### config.mk
export PLATFORM = sky130hd
export DESIGN_NAME = sram_boundary_scan_tap
export DESIGN_NICKNAME = d
export VERILOG_FILES = /design/src/tap_pkg.sv /design/src/tap_ctrl_if.sv /design/src/tap_fsm.sv /design/src/sram_boundary_scan_tap.sv
export SDC_FILE = /design/constraint.sdc
export NUM_CORES = 1
export LEC_CHECK = 0
export CAP_MARGIN = 20
export CORE_AREA = 10 10 145 201
export CTS_CLUSTER_DIAMETER = 30
export DETAILED_ROUTE_END_ITERATION = 10
export DIE_AREA = 0 0 155 211
export DONT_BUFFER_PORTS = 1
export PLACE_DENSITY = 0.87
export SYNTH_ARGS = -nofsm -noshare
export SYNTH_HDL_FRONTEND = slang
export SYNTH_SLANG_ARGS = --single-unit
### constraint.sdc
create_clock -name ref_clk -period 3.7 [get_ports ref_clk]
set_input_delay 1.11 -clock ref_clk [delete_from_list [all_inputs] [get_ports ref_clk]]
set_output_delay 1.11 -clock ref_clk [all_outputs]
set_load 0.05 [all_outputs]
### src/tap_pkg.sv
// constants and types shared by the scan test port
package tap_pkg;

    // ********************************************************
    // register lengths
    // ********************************************************
    localparam int IR_LEN      = 3;
    localparam int BYPASS_LEN  = 1;
    localparam int ID_LEN      = 32;
    localparam int BSR_LEN     = 107;
    localparam int BSR_OE_CELL = 47;

    // ********************************************************
    // instruction codes
    // ********************************************************
    localparam logic [IR_LEN-1:0] INS_EXTEST  = 3'h0;
    localparam logic [IR_LEN-1:0] INS_IDCODE  = 3'h1;
    localparam logic [IR_LEN-1:0] INS_SAMPLEZ = 3'h2;
    localparam logic [IR_LEN-1:0] INS_SAMPLE  = 3'h4;
    localparam logic [IR_LEN-1:0] INS_BYPASS  = 3'h7;
    // fixed pattern loaded into the instruction shifter on capture
    localparam logic [IR_LEN-1:0] IR_CAPTURE  = 3'h1;

    // ********************************************************
    // identification word layout
    // ********************************************************
    localparam int ID_VER_MSB  = 31;
    localparam int ID_VER_LSB  = 29;
    localparam int ID_PART_MSB = 28;
    localparam int ID_PART_LSB = 12;
    localparam int ID_VEND_MSB = 11;
    localparam int ID_VEND_LSB = 1;
    localparam int ID_MARK_BIT = 0;
    // the three identity values below are arbitrary
    localparam logic [2:0]  ID_VERSION = 3'h1;
    localparam logic [16:0] ID_PART    = 17'h0_A5A5;
    localparam logic [10:0] ID_VENDOR  = 11'h155;
    localparam logic        ID_MARK    = 1'h1;

    // ********************************************************
    // synchroniser and reset values
    // ********************************************************
    localparam logic [BSR_LEN-1:0] BSR_RESET = '0;
    localparam logic               BIT_CLEAR = 1'h0;

    // ********************************************************
    // controller states
    // ********************************************************
    typedef enum logic [3:0] {
        TLR, RTI,
        SEL_DR, CAP_DR, SH_DR, EX1_DR, PAU_DR, EX2_DR, UPD_DR,
        SEL_IR, CAP_IR, SH_IR, EX1_IR, PAU_IR, EX2_IR, UPD_IR
    } tap_state_t;

endpackage

### src/tap_ctrl_if.sv
// carrier between the scan datapath and the controller state machine
`timescale 1ns/100ps
interface tap_ctrl_if;
    import tap_pkg::*;
    logic       tckRise;
    logic       tmsBit;
    tap_state_t state;

    modport fsm  (input tckRise, input tmsBit, output state);
    modport core (output tckRise, output tmsBit, input state);
endinterface

### src/tap_fsm.sv
// sixteen-state test access controller
`timescale 1ns/100ps
module tap_fsm
    import tap_pkg::*;
(
    input  wire logic ref_clk,
    input  wire logic arst_n,
    tap_ctrl_if.fsm   ctrl
);

    tap_state_t stateReg;
    tap_state_t stateNext;

    // ********************************************************
    // next state, advanced by tms on each tck rise
    // ********************************************************
    always_comb begin
        stateNext = stateReg;
        if (ctrl.tckRise) begin
            case (stateReg)
                TLR:    stateNext = ctrl.tmsBit ? TLR    : RTI;
                RTI:    stateNext = ctrl.tmsBit ? SEL_DR : RTI;
                SEL_DR: stateNext = ctrl.tmsBit ? SEL_IR : CAP_DR;
                CAP_DR: stateNext = ctrl.tmsBit ? EX1_DR : SH_DR;
                SH_DR:  stateNext = ctrl.tmsBit ? EX1_DR : SH_DR;
                EX1_DR: stateNext = ctrl.tmsBit ? UPD_DR : PAU_DR;
                PAU_DR: stateNext = ctrl.tmsBit ? EX2_DR : PAU_DR;
                EX2_DR: stateNext = ctrl.tmsBit ? UPD_DR : SH_DR;
                UPD_DR: stateNext = ctrl.tmsBit ? SEL_DR : RTI;
                SEL_IR: stateNext = ctrl.tmsBit ? TLR    : CAP_IR;
                CAP_IR: stateNext = ctrl.tmsBit ? EX1_IR : SH_IR;
                SH_IR:  stateNext = ctrl.tmsBit ? EX1_IR : SH_IR;
                EX1_IR: stateNext = ctrl.tmsBit ? UPD_IR : PAU_IR;
                PAU_IR: stateNext = ctrl.tmsBit ? EX2_IR : PAU_IR;
                EX2_IR: stateNext = ctrl.tmsBit ? UPD_IR : SH_IR;
                UPD_IR: stateNext = ctrl.tmsBit ? SEL_DR : RTI;
                default: stateNext = TLR;
            endcase
        end
    end

    always_ff @(posedge ref_clk or negedge arst_n) begin
        if (!arst_n) begin
            stateReg <= TLR;
        end else begin
            stateReg <= stateNext;
        end
    end

    assign ctrl.state = stateReg;

    // ********************************************************
    // checks
    // ********************************************************
    a_state_only_rise: assert property (
        @(posedge ref_clk) disable iff (!arst_n)
        !ctrl.tckRise |=> $stable(stateReg))
        else $error("state moved without a tck rise");

    a_shift_exit: assert property (
        @(posedge ref_clk) disable iff (!arst_n)
        ctrl.tckRise && ctrl.tmsBit && stateReg == SH_DR
        |=> stateReg == EX1_DR)
        else $error("shift-dr did not exit on tms high");

    a_reset_hold: assert property (
        @(posedge ref_clk) disable iff (!arst_n)
        ctrl.tckRise && ctrl.tmsBit && stateReg == TLR
        |=> stateReg == TLR)
        else $error("reset state left with tms high");

endmodule

### src/sram_boundary_scan_tap.sv
// test access port: instruction decode, scan registers, output control
// Behaviour
// - code 000 captures ring, drives preloaded outputs
// - code 001 captures identity word, no side effect
// - code 010 captures ring, outputs high impedance
// - code 100 captures ring, memory unaffected
// - code 111 selects one-bit bypass register
// - identity word: version, part, vendor, marker one
// - tdo changes only after tck falls
// - tms and tdi sampled on tck rise
// - identity instruction current after reset state
// - cell 47 gates outputs under external test
// - msb next to tdi, lsb next to tdo
`timescale 1ns/100ps
module sram_boundary_scan_tap
    import tap_pkg::*;
(
    input  wire logic               ref_clk,
    input  wire logic               arst_n,
    input  wire logic               tck,
    input  wire logic               tms,
    input  wire logic               tdi,
    output logic                    tdo,
    output logic                    tdoEn,
    input  wire logic [BSR_LEN-1:0] ringIn,
    output logic      [BSR_LEN-1:0] ringDrive,
    output logic                    ringOverride,
    output logic                    memOutEn
);

    // ********************************************************
    // pin synchronisers and tck edge detection
    // ********************************************************
    logic               tckMeta;
    logic               tckSync;
    logic               tckPrev;
    logic               tmsMeta;
    logic               tmsSync;
    logic               tdiMeta;
    logic               tdiSync;
    logic [BSR_LEN-1:0] ringMeta;
    logic [BSR_LEN-1:0] ringSync;

    always_ff @(posedge ref_clk or negedge arst_n) begin
        if (!arst_n) begin
            tckMeta <= BIT_CLEAR;
            tckSync <= BIT_CLEAR;
            tckPrev <= BIT_CLEAR;
            tmsMeta <= BIT_CLEAR;
            tmsSync <= BIT_CLEAR;
            tdiMeta <= BIT_CLEAR;
            tdiSync <= BIT_CLEAR;
        end else begin
            tckMeta <= tck;
            tckSync <= tckMeta;
            tckPrev <= tckSync;
            tmsMeta <= tms;
            tmsSync <= tmsMeta;
            tdiMeta <= tdi;
            tdiSync <= tdiMeta;
        end
    end

    // ring pins may toggle near capture; value then undefined, not harmful
    always_ff @(posedge ref_clk or negedge arst_n) begin
        if (!arst_n) begin
            ringMeta <= BSR_RESET;
            ringSync <= BSR_RESET;
        end else begin
            ringMeta <= ringIn;
            ringSync <= ringMeta;
        end
    end

    wire tckRise = tckSync & ~tckPrev;
    wire tckFall = ~tckSync & tckPrev;

    // ********************************************************
    // controller
    // ********************************************************
    tap_ctrl_if ctrl ();
    assign ctrl.tckRise = tckRise;
    assign ctrl.tmsBit  = tmsSync;

    tap_fsm fsm_i (
        .ref_clk (ref_clk),
        .arst_n  (arst_n),
        .ctrl    (ctrl.fsm)
    );

    tap_state_t state;
    assign state = ctrl.state;

    // ********************************************************
    // instruction decode
    // ********************************************************
    logic [IR_LEN-1:0]  irShift_reg;
    logic [IR_LEN-1:0]  irCur_reg;
    logic [BYPASS_LEN-1:0] bypass_reg;
    logic [ID_LEN-1:0]  idShift_reg;
    logic [BSR_LEN-1:0] bsrShift_reg;
    logic [BSR_LEN-1:0] bsrUpd_reg;

    wire selExtest  = (irCur_reg == INS_EXTEST);
    wire selId      = (irCur_reg == INS_IDCODE);
    wire selSampleZ = (irCur_reg == INS_SAMPLEZ);
    wire selSample  = (irCur_reg == INS_SAMPLE);
    wire selBsr     = selExtest | selSampleZ | selSample;
    // unused codes fall back to bypass so the chain stays one bit
    wire selBypass  = ~selId & ~selBsr;

    wire [ID_LEN-1:0] idValue = {ID_VERSION, ID_PART,
                                 ID_VENDOR, ID_MARK};

    wire riseCapDr = tckRise && state == CAP_DR;
    wire riseShDr  = tckRise && state == SH_DR;

    // ********************************************************
    // next values of the shifters, msb fed from tdi
    // ********************************************************
    wire [IR_LEN-1:0]  irShift_next  = {tdiSync, irShift_reg[IR_LEN-1:1]};
    wire [ID_LEN-1:0]  idShift_next  = {tdiSync, idShift_reg[ID_LEN-1:1]};
    wire [BSR_LEN-1:0] bsrShift_next =
        {tdiSync, bsrShift_reg[BSR_LEN-1:1]};

    // ********************************************************
    // instruction register
    // ********************************************************
    always_ff @(posedge ref_clk or negedge arst_n) begin
        if (!arst_n) begin
            irShift_reg <= IR_CAPTURE;
        end else if (tckRise && state == CAP_IR) begin
            irShift_reg <= IR_CAPTURE;
        end else if (tckRise && state == SH_IR) begin
            irShift_reg <= irShift_next;
        end
    end

    always_ff @(posedge ref_clk or negedge arst_n) begin
        if (!arst_n) begin
            irCur_reg <= INS_IDCODE;
        end else if (state == TLR) begin
            irCur_reg <= INS_IDCODE;
        end else if (tckFall && state == UPD_IR) begin
            irCur_reg <= irShift_reg;
        end
    end

    // ********************************************************
    // data registers
    // ********************************************************
    always_ff @(posedge ref_clk or negedge arst_n) begin
        if (!arst_n) begin
            bypass_reg <= BIT_CLEAR;
        end else if (riseCapDr && selBypass) begin
            bypass_reg <= BIT_CLEAR;
        end else if (riseShDr && selBypass) begin
            bypass_reg <= tdiSync;
        end
    end

    always_ff @(posedge ref_clk or negedge arst_n) begin
        if (!arst_n) begin
            idShift_reg <= '0;
        end else if (riseCapDr && selId) begin
            idShift_reg <= idValue;
        end else if (riseShDr && selId) begin
            idShift_reg <= idShift_next;
        end
    end

    always_ff @(posedge ref_clk or negedge arst_n) begin
        if (!arst_n) begin
            bsrShift_reg <= BSR_RESET;
        end else if (riseCapDr && selBsr) begin
            bsrShift_reg <= ringSync;
        end else if (riseShDr && selBsr) begin
            bsrShift_reg <= bsrShift_next;
        end
    end

    // preload latch; cleared in reset state so cell 47 starts low
    always_ff @(posedge ref_clk or negedge arst_n) begin
        if (!arst_n) begin
            bsrUpd_reg <= BSR_RESET;
        end else if (state == TLR) begin
            bsrUpd_reg <= BSR_RESET;
        end else if (tckFall && state == UPD_DR && selBsr) begin
            bsrUpd_reg <= bsrShift_reg;
        end
    end

    // ********************************************************
    // serial output, moved on tck fall only
    // ********************************************************
    wire shiftIr = (state == SH_IR);
    wire shiftDr = (state == SH_DR);
    wire drLsb   = selId  ? idShift_reg[0] :
                   selBsr ? bsrShift_reg[0] : bypass_reg[0];
    wire tdoNext = shiftIr ? irShift_reg[0] : drLsb;

    always_ff @(posedge ref_clk or negedge arst_n) begin
        if (!arst_n) begin
            tdo   <= BIT_CLEAR;
            tdoEn <= BIT_CLEAR;
        end else if (tckFall) begin
            tdo   <= tdoNext;
            tdoEn <= shiftIr | shiftDr;
        end
    end

    // ********************************************************
    // memory output control
    // ********************************************************
    assign ringDrive    = bsrUpd_reg;
    assign ringOverride = selExtest;
    assign memOutEn     = selSampleZ ? 1'b0 :
                          selExtest  ? bsrUpd_reg[BSR_OE_CELL] :
                          1'b1;

    // ********************************************************
    // checks
    // ********************************************************
    a_reset_idcode: assert property (
        @(posedge ref_clk) disable iff (!arst_n)
        state == TLR |=> irCur_reg == INS_IDCODE)
        else $error("reset state did not restore identity read");

    a_id_capture: assert property (
        @(posedge ref_clk) disable iff (!arst_n)
        riseCapDr && selId |=> idShift_reg[ID_MARK_BIT] == ID_MARK
        && idShift_reg[ID_VER_MSB:ID_VER_LSB] == ID_VERSION
        && idShift_reg[ID_PART_MSB:ID_PART_LSB] == ID_PART
        && idShift_reg[ID_VEND_MSB:ID_VEND_LSB] == ID_VENDOR)
        else $error("identity word captured wrongly");

    a_samplez_hiz: assert property (
        @(posedge ref_clk) disable iff (!arst_n)
        irCur_reg == INS_SAMPLEZ |-> !memOutEn && !ringOverride)
        else $error("outputs not high impedance under sample z");

    a_extest_gate: assert property (
        @(posedge ref_clk) disable iff (!arst_n)
        irCur_reg == INS_EXTEST
        |-> ringOverride && memOutEn == bsrUpd_reg[BSR_OE_CELL])
        else $error("external test output gating wrong");

    a_sample_clear: assert property (
        @(posedge ref_clk) disable iff (!arst_n)
        irCur_reg == INS_SAMPLE || irCur_reg == INS_BYPASS
        |-> memOutEn && !ringOverride)
        else $error("memory disturbed by transparent instruction");

    a_bypass_shift: assert property (
        @(posedge ref_clk) disable iff (!arst_n)
        riseShDr && selBypass |=> bypass_reg[0] == $past(tdiSync))
        else $error("bypass bit did not take tdi");

    a_bsr_order: assert property (
        @(posedge ref_clk) disable iff (!arst_n)
        riseShDr && selBsr
        |=> bsrShift_reg[BSR_LEN-1] == $past(tdiSync)
        && bsrShift_reg[BSR_LEN-2:0] == $past(bsrShift_reg[BSR_LEN-1:1]))
        else $error("boundary shift order wrong");

    a_tdo_on_fall: assert property (
        @(posedge ref_clk) disable iff (!arst_n)
        !tckFall |=> $stable(tdo) && $stable(tdoEn))
        else $error("tdo moved away from a tck fall");

endmodule

-- After elaboration in Yosys (flattened, before gate mapping)
Cells that the tools add are included.
- word-level logic and storage cells: 100
- bits of input ports: 112
- output and inout bits: 111
- bits in registers: 480
- bitwise operators: 10
- equal/unequal tests: 18
- reductions and logical operators: 24
- muxes and demuxes: 30
- operators by type and width (operator ; count):
    two-way mux 107 bit ; 4
    two-way mux 32 bit ; 2
    one-hot mux 4 bit (12 select lines) ; 1
    equality test 4 bit, second input constant ; 8
    two-way mux 3 bit ; 6
    equality test 4 x 3 -> 1 bit, second input constant ; 4
    two-way mux 4 bit ; 4
    logical AND 1 bit ; 13
    nonzero test 2 bit ; 6
    two-way mux 1 bit ; 10
    equality test 4 x 2 -> 1 bit, second input constant ; 2
    two-way mux 2 bit ; 3
    equality test 4 x 1 -> 1 bit, second input constant ; 1
    zero test 4 bit ; 1
    NOT 1 bit ; 4
    OR reduction 2 bit ; 2
    AND 1 bit ; 3
    equality test 3 x 1 -> 1 bit, second input constant ; 1
    equality test 3 x 2 -> 1 bit, second input constant ; 1
    equality test 3 bit, second input constant ; 1
    zero test 3 bit ; 1
    bitwise OR 1 bit ; 3
    OR reduction 3 bit ; 1

-- Logic depth before layout (Yosys ltp)
Gate-level depths: netlist of the first run.
- word-level depth: 8
- mapped depth: 8
- mapped depth without buffers: 4

-- By module
From an unflattened synthesis of the first run, not the netlist that was laid out.
- cells, all modules: 1402
- area, all modules: 16878.7 µm²
- by module, submodules not included (module ; seq. area each (µm²) ; cells each ; times used ; area each (µm²)):
    sram_boundary_scan_tap ; 11913.9 ; 1355 ; 1 ; 16478.3
    tap_fsm ; 100.1 ; 47 ; 1 ; 400.4

-- Least setup slack after synthesis of the first run
OpenSTA, ideal clock, no wires.
- path kind: flip-flop to output port
- from: register bsrUpd_reg[47] (netlist: ringDrive[47])
- to: output port memOutEn
- required time: 2.590 ns
- slack: 0.775 ns
- stages on the path, launching flop included: 3
- arrival: 1.815 ns
- path buffers: 0
- path through: dfrtp_1 -> inv_1 -> o21ai_0
- longest elaborated chain between the ends: 2
- ends and longest elaborated chain (what ; RTL line ; text):
    start, declared ; sram_boundary_scan_tap.sv:102 ; logic [BSR_LEN-1:0] bsrUpd_reg;
    start signal, assigned ; sram_boundary_scan_tap.sv:189 ; bsrUpd_reg <= bsrShift_reg;
    two-way mux 1 bit ; sram_boundary_scan_tap.sv:218 ; selExtest ? bsrUpd_reg[BSR_OE_CELL] :
    two-way mux 1 bit ; sram_boundary_scan_tap.sv:217 ; assign memOutEn = selSampleZ ? 1'b0 :
    end, declared ; sram_boundary_scan_tap.sv:28 ; output logic memOutEn
Every way passes these cells.

-- Final worst setup path of the first run
Same ends and word-level chain as after synthesis.

==> impl_metrics.json, run 1 <==
{
  "ant_nets": 0,
  "synth.area.top_cells": "dfrtp_1 (71%), nand2_1 (8.4%), mux2i_1 (6.6%)",
  "critPathLaunch": "ringDrive[47]$_DFFE_PN0P_",
  "fin_util_pct": 75.1,
  "drtIter0Drc": 666,
  "fillers": 1463,
  "setup_violations": 0,
  "drc_errors": 0,
  "cp_max_fo": 2,
  "grt_pass1_wl_mm": 56.4,
  "grt_usage_pct": 21.5,
  "tns_ns": 0,
  "p_per_area_nw_per_um2": 638,
  "ir_drop_uv": 839,
  "clock_sinks": 480,
  "ioPinCount": 223,
  "criticalPathCategory": "reg2out",
  "synth-main-ff-cell": "dfrtp_1",
  "synthArstFlopShare_pct": 100,
  "clk_path_buf_depth": 3,
  "via_count": 10100,
  "die_h_microns": 211,
  "grt_setup_unrepaired": "false",
  "postCtsSetupRepairBufs": 0,
  "netlist_instances": 1401,
  "avgSynthCellArea_sq_um": 12.0,
  "fp-row-count": 69,
  "finalHoldViolations": 0,
  "max_freq_mhz": 356,
  "firstDrtPassIters": 5,
  "timing.rr.end": "ringDrive[6]$_DFFE_PN0P_",
  "drive_gt1_share_pct": 8.79,
  "cts_hold_buf": 0,
  "floorplan.initialDensity_pct": 66.5,
  "routedWlPerCell_microns": 19.9,
  "syn_area_sq_um": 16800,
  "max_slew_margin_pct": 27.7,
  "htreeDepth": 2,
  "syn_nets": 1513,
  "die_area_sq_um": 32700,
  "clk_latency_ns": 0.58,
  "tightest_slew_ns": 1.08,
  "ys_warn_count": 0,
  "ys_ff_latch": 480,
  "syn_to_final_growth_pct": 13.0,
  "grt_max_degree": 481,
  "synth_area_leader_cell": "dfrtp_1",
  "overflow": 0,
  "gp_congestion": 0.827,
  "nNetsFinal": 1498,
  "synth-edff-count": 0,
  "root_buffer": "clkbuf_16",
  "reg2reg_from": "fsm_i.ctrl.state[0]$_DFFE_PN0P_",
  "cts_buffers": 58,
  "vias_per_cell": 5.71,
  "hold_class": "in2async",
  "dp_hpwl_mm": 21.1,
  "die_w_microns": 155,
  "synth_cell_type_count": 39,
  "worstPathArrival_ns": 1.70,
  "cp-endpoint": "memOutEn",
  "timing.final.crit_share_pct": 75.9,
  "ys_seq_area_share_pct": 71.5,
  "grt_antenna_before_repair": 20,
  "core_area_sq_um": 25300,
  "grt_pass1_vias": 10500,
  "port_buffers": 0,
  "skew_ns": 0.0234,
  "r2r_cells": 5,
  "wl_mm": 35.2,
  "leakage_nw": 9.51,
  "start_kind": "flip-flop",
  "cap_viol_max_count": 0,
  "yosys.area.top_type_share_pct": 71.2,
  "required_ns": 2.59,
  "maxSlewViolCount": 0,
  "status": "completed",
  "cts_resized": 0,
  "critPathCaptureType": "primary output",
  "cts_tree": "done",
  "reg2reg_slack_ns": 1.01,
  "fin_crit_ns": 2.81,
  "clk_pin_slew_ns": 0.06
}
[power by group]
group,switching (mW),internal (mW),leakage [nW]
clock,2.24,3.47,0.982
sequential,0.204,5.47,6.18
combinational,0.522,0.204,2.35
[area by class of cell]
type                            instances  area [sq um]  area share, %
Antenna cell                           15          37.5          0.198
Timing Repair Buffer                   12           140          0.737
Tap cell                              319           399           2.10
Clock buffer                           76          1640           8.63
Sequential cell                       480         12000           63.2
Multi-Input combinational cell        830          4370           23.0
Inverter                                4          15.0         0.0790
Clock inverter                         32           389           2.05
[routing by layer]
metal / up-vias / track usage (%) / routed length (microns)
met2: 317 / 35.3 / 17700
met5: - / 0 / 67
li1: 4644 / - / -
met3: 84 / 7.70 / 2910
met4: 10 / 9.27 / 1230
met1: 5040 / 25.0 / 13300
[placed cells by master (no fill, tap or decap), types with 5 or more instances in the layout]
| cell type | n |
|---|---|
| a21oi_1 | 10 |
| buf_4 | 8 |
| clkbuf_1 | 7 |
| clkbuf_16 | 59 |
| clkbuf_8 | 10 |
| clkinv_4 | 5 |
| clkinvlp_4 | 5 |
| dfrtp_1 | 478 |
| diode_2 | 15 |
| inv_6 | 7 |
| inv_8 | 6 |
| mux2i_1 | 110 |
| nand2_1 | 377 |
| nand2b_1 | 6 |
| nand3_1 | 110 |
| nor2_1 | 27 |
| nor2b_1 | 6 |
| o21ai_0 | 6 |
| o21ai_1 | 141 |
[how the worst min path moves through the flow]
stage / start / endpoint / slack (ns) / cells after the start
3_5_place_dp: ringMeta[0]$_DFF_PN0_ / ringSync[0]$_DFF_PN0_ / 0.33 / 0
6_report: arst_n / ringMeta[31]$_DFF_PN0_ / 0.24 / 0
4_1_cts: arst_n / ringMeta[31]$_DFF_PN0_ / 0.21 / 0
3_3_place_gp: ringMeta[8]$_DFF_PN0_ / ringSync[8]$_DFF_PN0_ / 0.33 / 0
2_1_floorplan: tmsMeta$_DFF_PN0_ / ctrl.tmsBit$_DFF_PN0_ / 0.33 / 0
5_1_grt: arst_n / ringMeta[31]$_DFF_PN0_ / 0.20 / 0
[stage by stage]
step | hold slack (ns) | std cells | setup slack, ns | total power [mW] | instance area (sq um)
final | 0.237 | 1768 | 0.891 | 12.1 | 19000
after global routing | 0.201 | 1765 | 0.816 | 12.5 | 19000
after CTS | 0.207 | 1753 | 0.868 | 12.2 | 19000
after detailed placement | 0.335 | 1645 | 1.04 | 6.48 | 16900
after global placement | 0.331 | 1645 | 1.13 | 6.44 | 16900
after floorplan | 0.331 | 1401 | 0.775 | 6.30 | 16800
[critical path, cell delays in order, from the launching register on]
cell and delay (ns):
dfrtp_1 0.64, inv_1 0.12, o21ai_1 0.15, buf_4 0.22
[synthesized netlist by cell type, types with 2 or more instances]
master and instances:
buf_1 4, nand2_1 378, dfstp_2 2, dfrtp_1 478
nor4_1 2, nor3b_2 2, o21ai_0 7, nand2b_1 6
o211ai_1 3, a21oi_1 10, clkbuf_1 33, nor3_1 2
buf_6 8, nand3_1 110, a211oi_1 3, nor2b_1 6
buf_4 2, o21ai_1 140, nand4_1 3, nor2_1 27
inv_1 4, o31ai_1 3, buf_2 40, a31oi_1 2
and3_1 2, mux2i_1 110, nand3b_1 2
[logic make-up (layout without fill, tap and decap cells)]
kind of cell	after synthesis	after routing	synth area share [%]
flops	480	480	71.5
buf+inv	91	124	2.73
compound gates	173	173	5.48
other cells	0	15	0
mux	111	111	6.62
simple gates	546	546	13.7
Power figures use the tool's default switching activity.
==> run 2: changes to the inputs <==
--- a/config.mk
+++ b/config.mk
@@ -5,13 +5,14 @@
 export SDC_FILE = /design/constraint.sdc
 export NUM_CORES = 1
 export LEC_CHECK = 0
+export ABC_AREA = 1
 export CAP_MARGIN = 20
-export CORE_AREA = 10 10 145 201
+export CORE_AREA = 10 10 160 221
 export CTS_CLUSTER_DIAMETER = 30
 export DETAILED_ROUTE_END_ITERATION = 10
-export DIE_AREA = 0 0 155 211
+export DIE_AREA = 0 0 170 231
 export DONT_BUFFER_PORTS = 1
-export PLACE_DENSITY = 0.87
+export PLACE_DENSITY = 0.79
 export SYNTH_ARGS = -nofsm -noshare
 export SYNTH_HDL_FRONTEND = slang
 export SYNTH_SLANG_ARGS = --single-unit
==> constraint.sdc (replaced) <==
create_clock -name ref_clk -period 2.3 [get_ports ref_clk]
set_input_delay 0.69 -clock ref_clk [delete_from_list [all_inputs] [get_ports ref_clk]]
set_output_delay 0.69 -clock ref_clk [all_outputs]
set_load 0.05 [all_outputs]
==> impl_metrics.json, run 2 <==
{
  "syn_nets": 1769,
  "ir_drop_uv": 1010,
  "grt_max_degree": 481,
  "synth.area.top_cells": "dfrtp_1 (68%), nand2_1 (8.9%), nand3_1 (5.8%)",
  "cp_slowest_stage_delay_ns": 0.53,
  "firstDrtPassIters": 5,
  "clk_pin_slew_ns": 0.06,
  "root_buffer": "clkbuf_16",
  "clock_sinks": 480,
  "cts_tree": "done",
  "synth_xor_area_share_pct": 0,
  "dp_hpwl_mm": 22.3,
  "timing.final.crit_share_pct": 97.0,
  "drtIter0Drc": 910,
  "ioPinCount": 223,
  "die_h_microns": 231,
  "whs_ns": -0.165,
  "grt_usage_pct": 18.8,
  "ys_ff_latch": 480,
  "ff_latch_area_sq_um": 12000,
  "p_int_mw": 16.1,
  "floorplan.initialDensity_pct": 56.0,
  "violations": "negative hold slack",
  "grt_use_met2_pct": 30.4,
  "finalHoldViolations": 257,
  "via_count": 11100,
  "met1_usage_pct": 22.4,
  "yosys.area.top_type_share_pct": 68.2,
  "grt_antenna_before_repair": 13,
  "grt_pass1_wl_mm": 59.3,
  "dp_slack_ns": 0.268,
  "fp-row-count": 77,
  "gp_congestion": 0.920,
  "hold_class": "in2async",
  "grt_pass1_vias": 11300,
  "synth_cell_type_count": 30,
  "multiInputGateArea_sq_um": 4620,
  "required_ns": 1.61,
  "avgSynthCellArea_sq_um": 10.6,
  "ant_nets": 0,
  "ys_seq_area_share_pct": 68.5,
  "synth_fa_ha_area_share_pct": 0,
  "tightest_slew_ns": 1.19,
  "die_area_sq_um": 39300,
  "busiest_layer": "met2",
  "fin_crit_ns": 2.23,
  "worst-path-buf-inv": 2,
  "clkPwrFrac_pct": 46.5,
  "setup_violations": 0,
  "synth_compound_area_share_pct": 4.54,
  "mostFrequentLayoutCell": "dfrtp_1",
  "maxSlewViolCount": 0,
  "critPathCaptureType": "primary output",
  "cap_viol_max_count": 0,
  "max_freq_mhz": 448,
  "clk_latency_ns": 0.57,
  "vias_per_cell": 5.28,
  "synth_area_leader_cell": "dfrtp_1",
  "fillers": 2300,
  "slowest_stage": "dfstp_2",
  "port_buffers": 0,
  "power.total_mw": 22.4,
  "clk_path_buf_depth": 3,
  "htreeDepth": 3,
  "max_slew_margin_pct": 20.7,
  "overflow": 0,
  "synth-edff-count": 0,
  "crit_chain": "inv_1, nand2_2, o21bai_4, buf_6",
  "finalNonFillerCells": 2110,
  "die_w_microns": 170,
  "ys_warn_count": 0,
  "seqPwrFrac_pct": 41.5,
  "swShare_pct": 28.3,
  "synthArstFlopShare_pct": 100,
  "dp_cells": 1982,
  "syn_to_final_growth_pct": 15.3,
  "routedWlPerCell_microns": 17.5,
  "criticalPathCategory": "reg2out",
  "leakage_nw": 9.90,
  "setup_ws_ns": 0.0696,
  "netlist_instances": 1657,
  "syn_area_sq_um": 17500,
  "comb_power_share_pct": 12.0,
  "p_sw_mw": 6.33,
  "drive_gt1_share_pct": 14.6,
  "synth_simple_gate_area_share_pct": 21.6,
  "tns_ns": 0,
  "drc_errors": 0,
  "synth-main-ff-cell": "dfrtp_1",
  "p_per_area_nw_per_um2": 1110,
  "skew_ns": 0.0294,
  "synth_common_cells": "dfrtp_1 (478), nand2_1 (415), nand3_1 (203)",
  "status": "complete, but fails checks",
  "cts_buffers": 67,
  "wl_mm": 36.9,
  "worstPathArrival_ns": 1.54,
  "synth_top_family_by_area": "simple AND/OR/NAND/NOR gates",
  "synth.most_common_cell": "dfrtp_1",
  "start_kind": "flip-flop",
  "nNetsFinal": 1768,
  "mostFrequentLayoutCells": "dfrtp_1 (478), nand2_1 (413), nand3_1 (203)",
  "path_delay_family": "flip-flops",
  "grtUsageMet3_pct": 6.87,
  "core_area_sq_um": 31300,
  "synthMuxAreaShare_pct": 0,
  "cp_max_fo": 4,
  "postCtsSetupRepairBufs": 0,
  "grt_setup_unrepaired": "false"
}
[run 2: changes by cell type in the layout (fill, tap and decap cells not counted), moves of 63 or more]
cell and delta:
inv_1 +123, or2_2 +63, o21ai_1 -64, mux2i_1 -110, nand3_1 +93, o21ai_0 +71
[run 2: final timing paths]
path                       cells past startpoint                     start  slack [ns]                           end
max in group asynchronous                      0                    arst_n        1.49        ringSync[46]$_DFF_PN0_
max                                            4  irCur_reg[0]$_DFFE_PN1P_        0.07                      memOutEn
min in group ref_clk                           0                 ringIn[1]        0.14         ringMeta[1]$_DFF_PN0_
min                                            0                    arst_n       -0.16         ringMeta[7]$_DFF_PN0_
min reg2reg                                    0    ringMeta[73]$_DFF_PN0_        0.33        ringSync[73]$_DFF_PN0_
max reg2reg                                    9         tckSync$_DFF_PN0_        0.25  bsrShift_reg[42]$_DFFE_PN0P_
[run 2: timing repair]
action | in CTS | in global routing
endpoints found under the setup margin | 1 | 1
resized for setup | 2 | 1
endpoints found under the hold margin | 478 | 478
[run 2: cells by family (layout without fill, tap and decap cells)]
family | Yosys count | after routing
compound gates | 158 | 158
buf+inv | 220 | 272
flops | 480 | 480
other cells | 0 | 6
simple gates | 799 | 799
[run 2: layer usage]
metal | part of all wire, % | up-vias
met2 | 49 | 374
li1 | - | 5260
met5 | 0.27 | -
met4 | 2.7 | 16
met1 | 39 | 5394
met3 | 8.8 | 89
[run 2: per-stage QoR]
stage	area, sq um	hold WS (ns)	utilization (%)
floorplan	17500	0.331	-
global placement	17800	0.332	57.0
detailed placement	17800	0.335	57.0
CTS	20200	-0.199	64.5
global route	20200	-0.202	64.5
finish	20200	-0.165	64.5
[run 2: power by group through the flow]
stage | clock [mW] | combinational (mW) | sequential (mW)
detailed placement | 0 | 2.62 | 9.42
floorplan | 0 | 1.88 | 9.37
finish | 10.4 | 2.69 | 9.29
global placement | 0 | 2.54 | 9.41
CTS | 10.6 | 2.65 | 9.28
global route | 11.0 | 2.97 | 9.34
[run 2: area by class of cell]
class                   count  share of cell area (%)
repair buffers             20                    1.20
clock inverters            43                    2.54
clock buffers              79                    8.98
inverters                 130                    2.43
diodes                      6                  0.0743
well taps                 395                    2.45
multi-input cells         957                    22.9
flip-flops and latches    480                    59.5
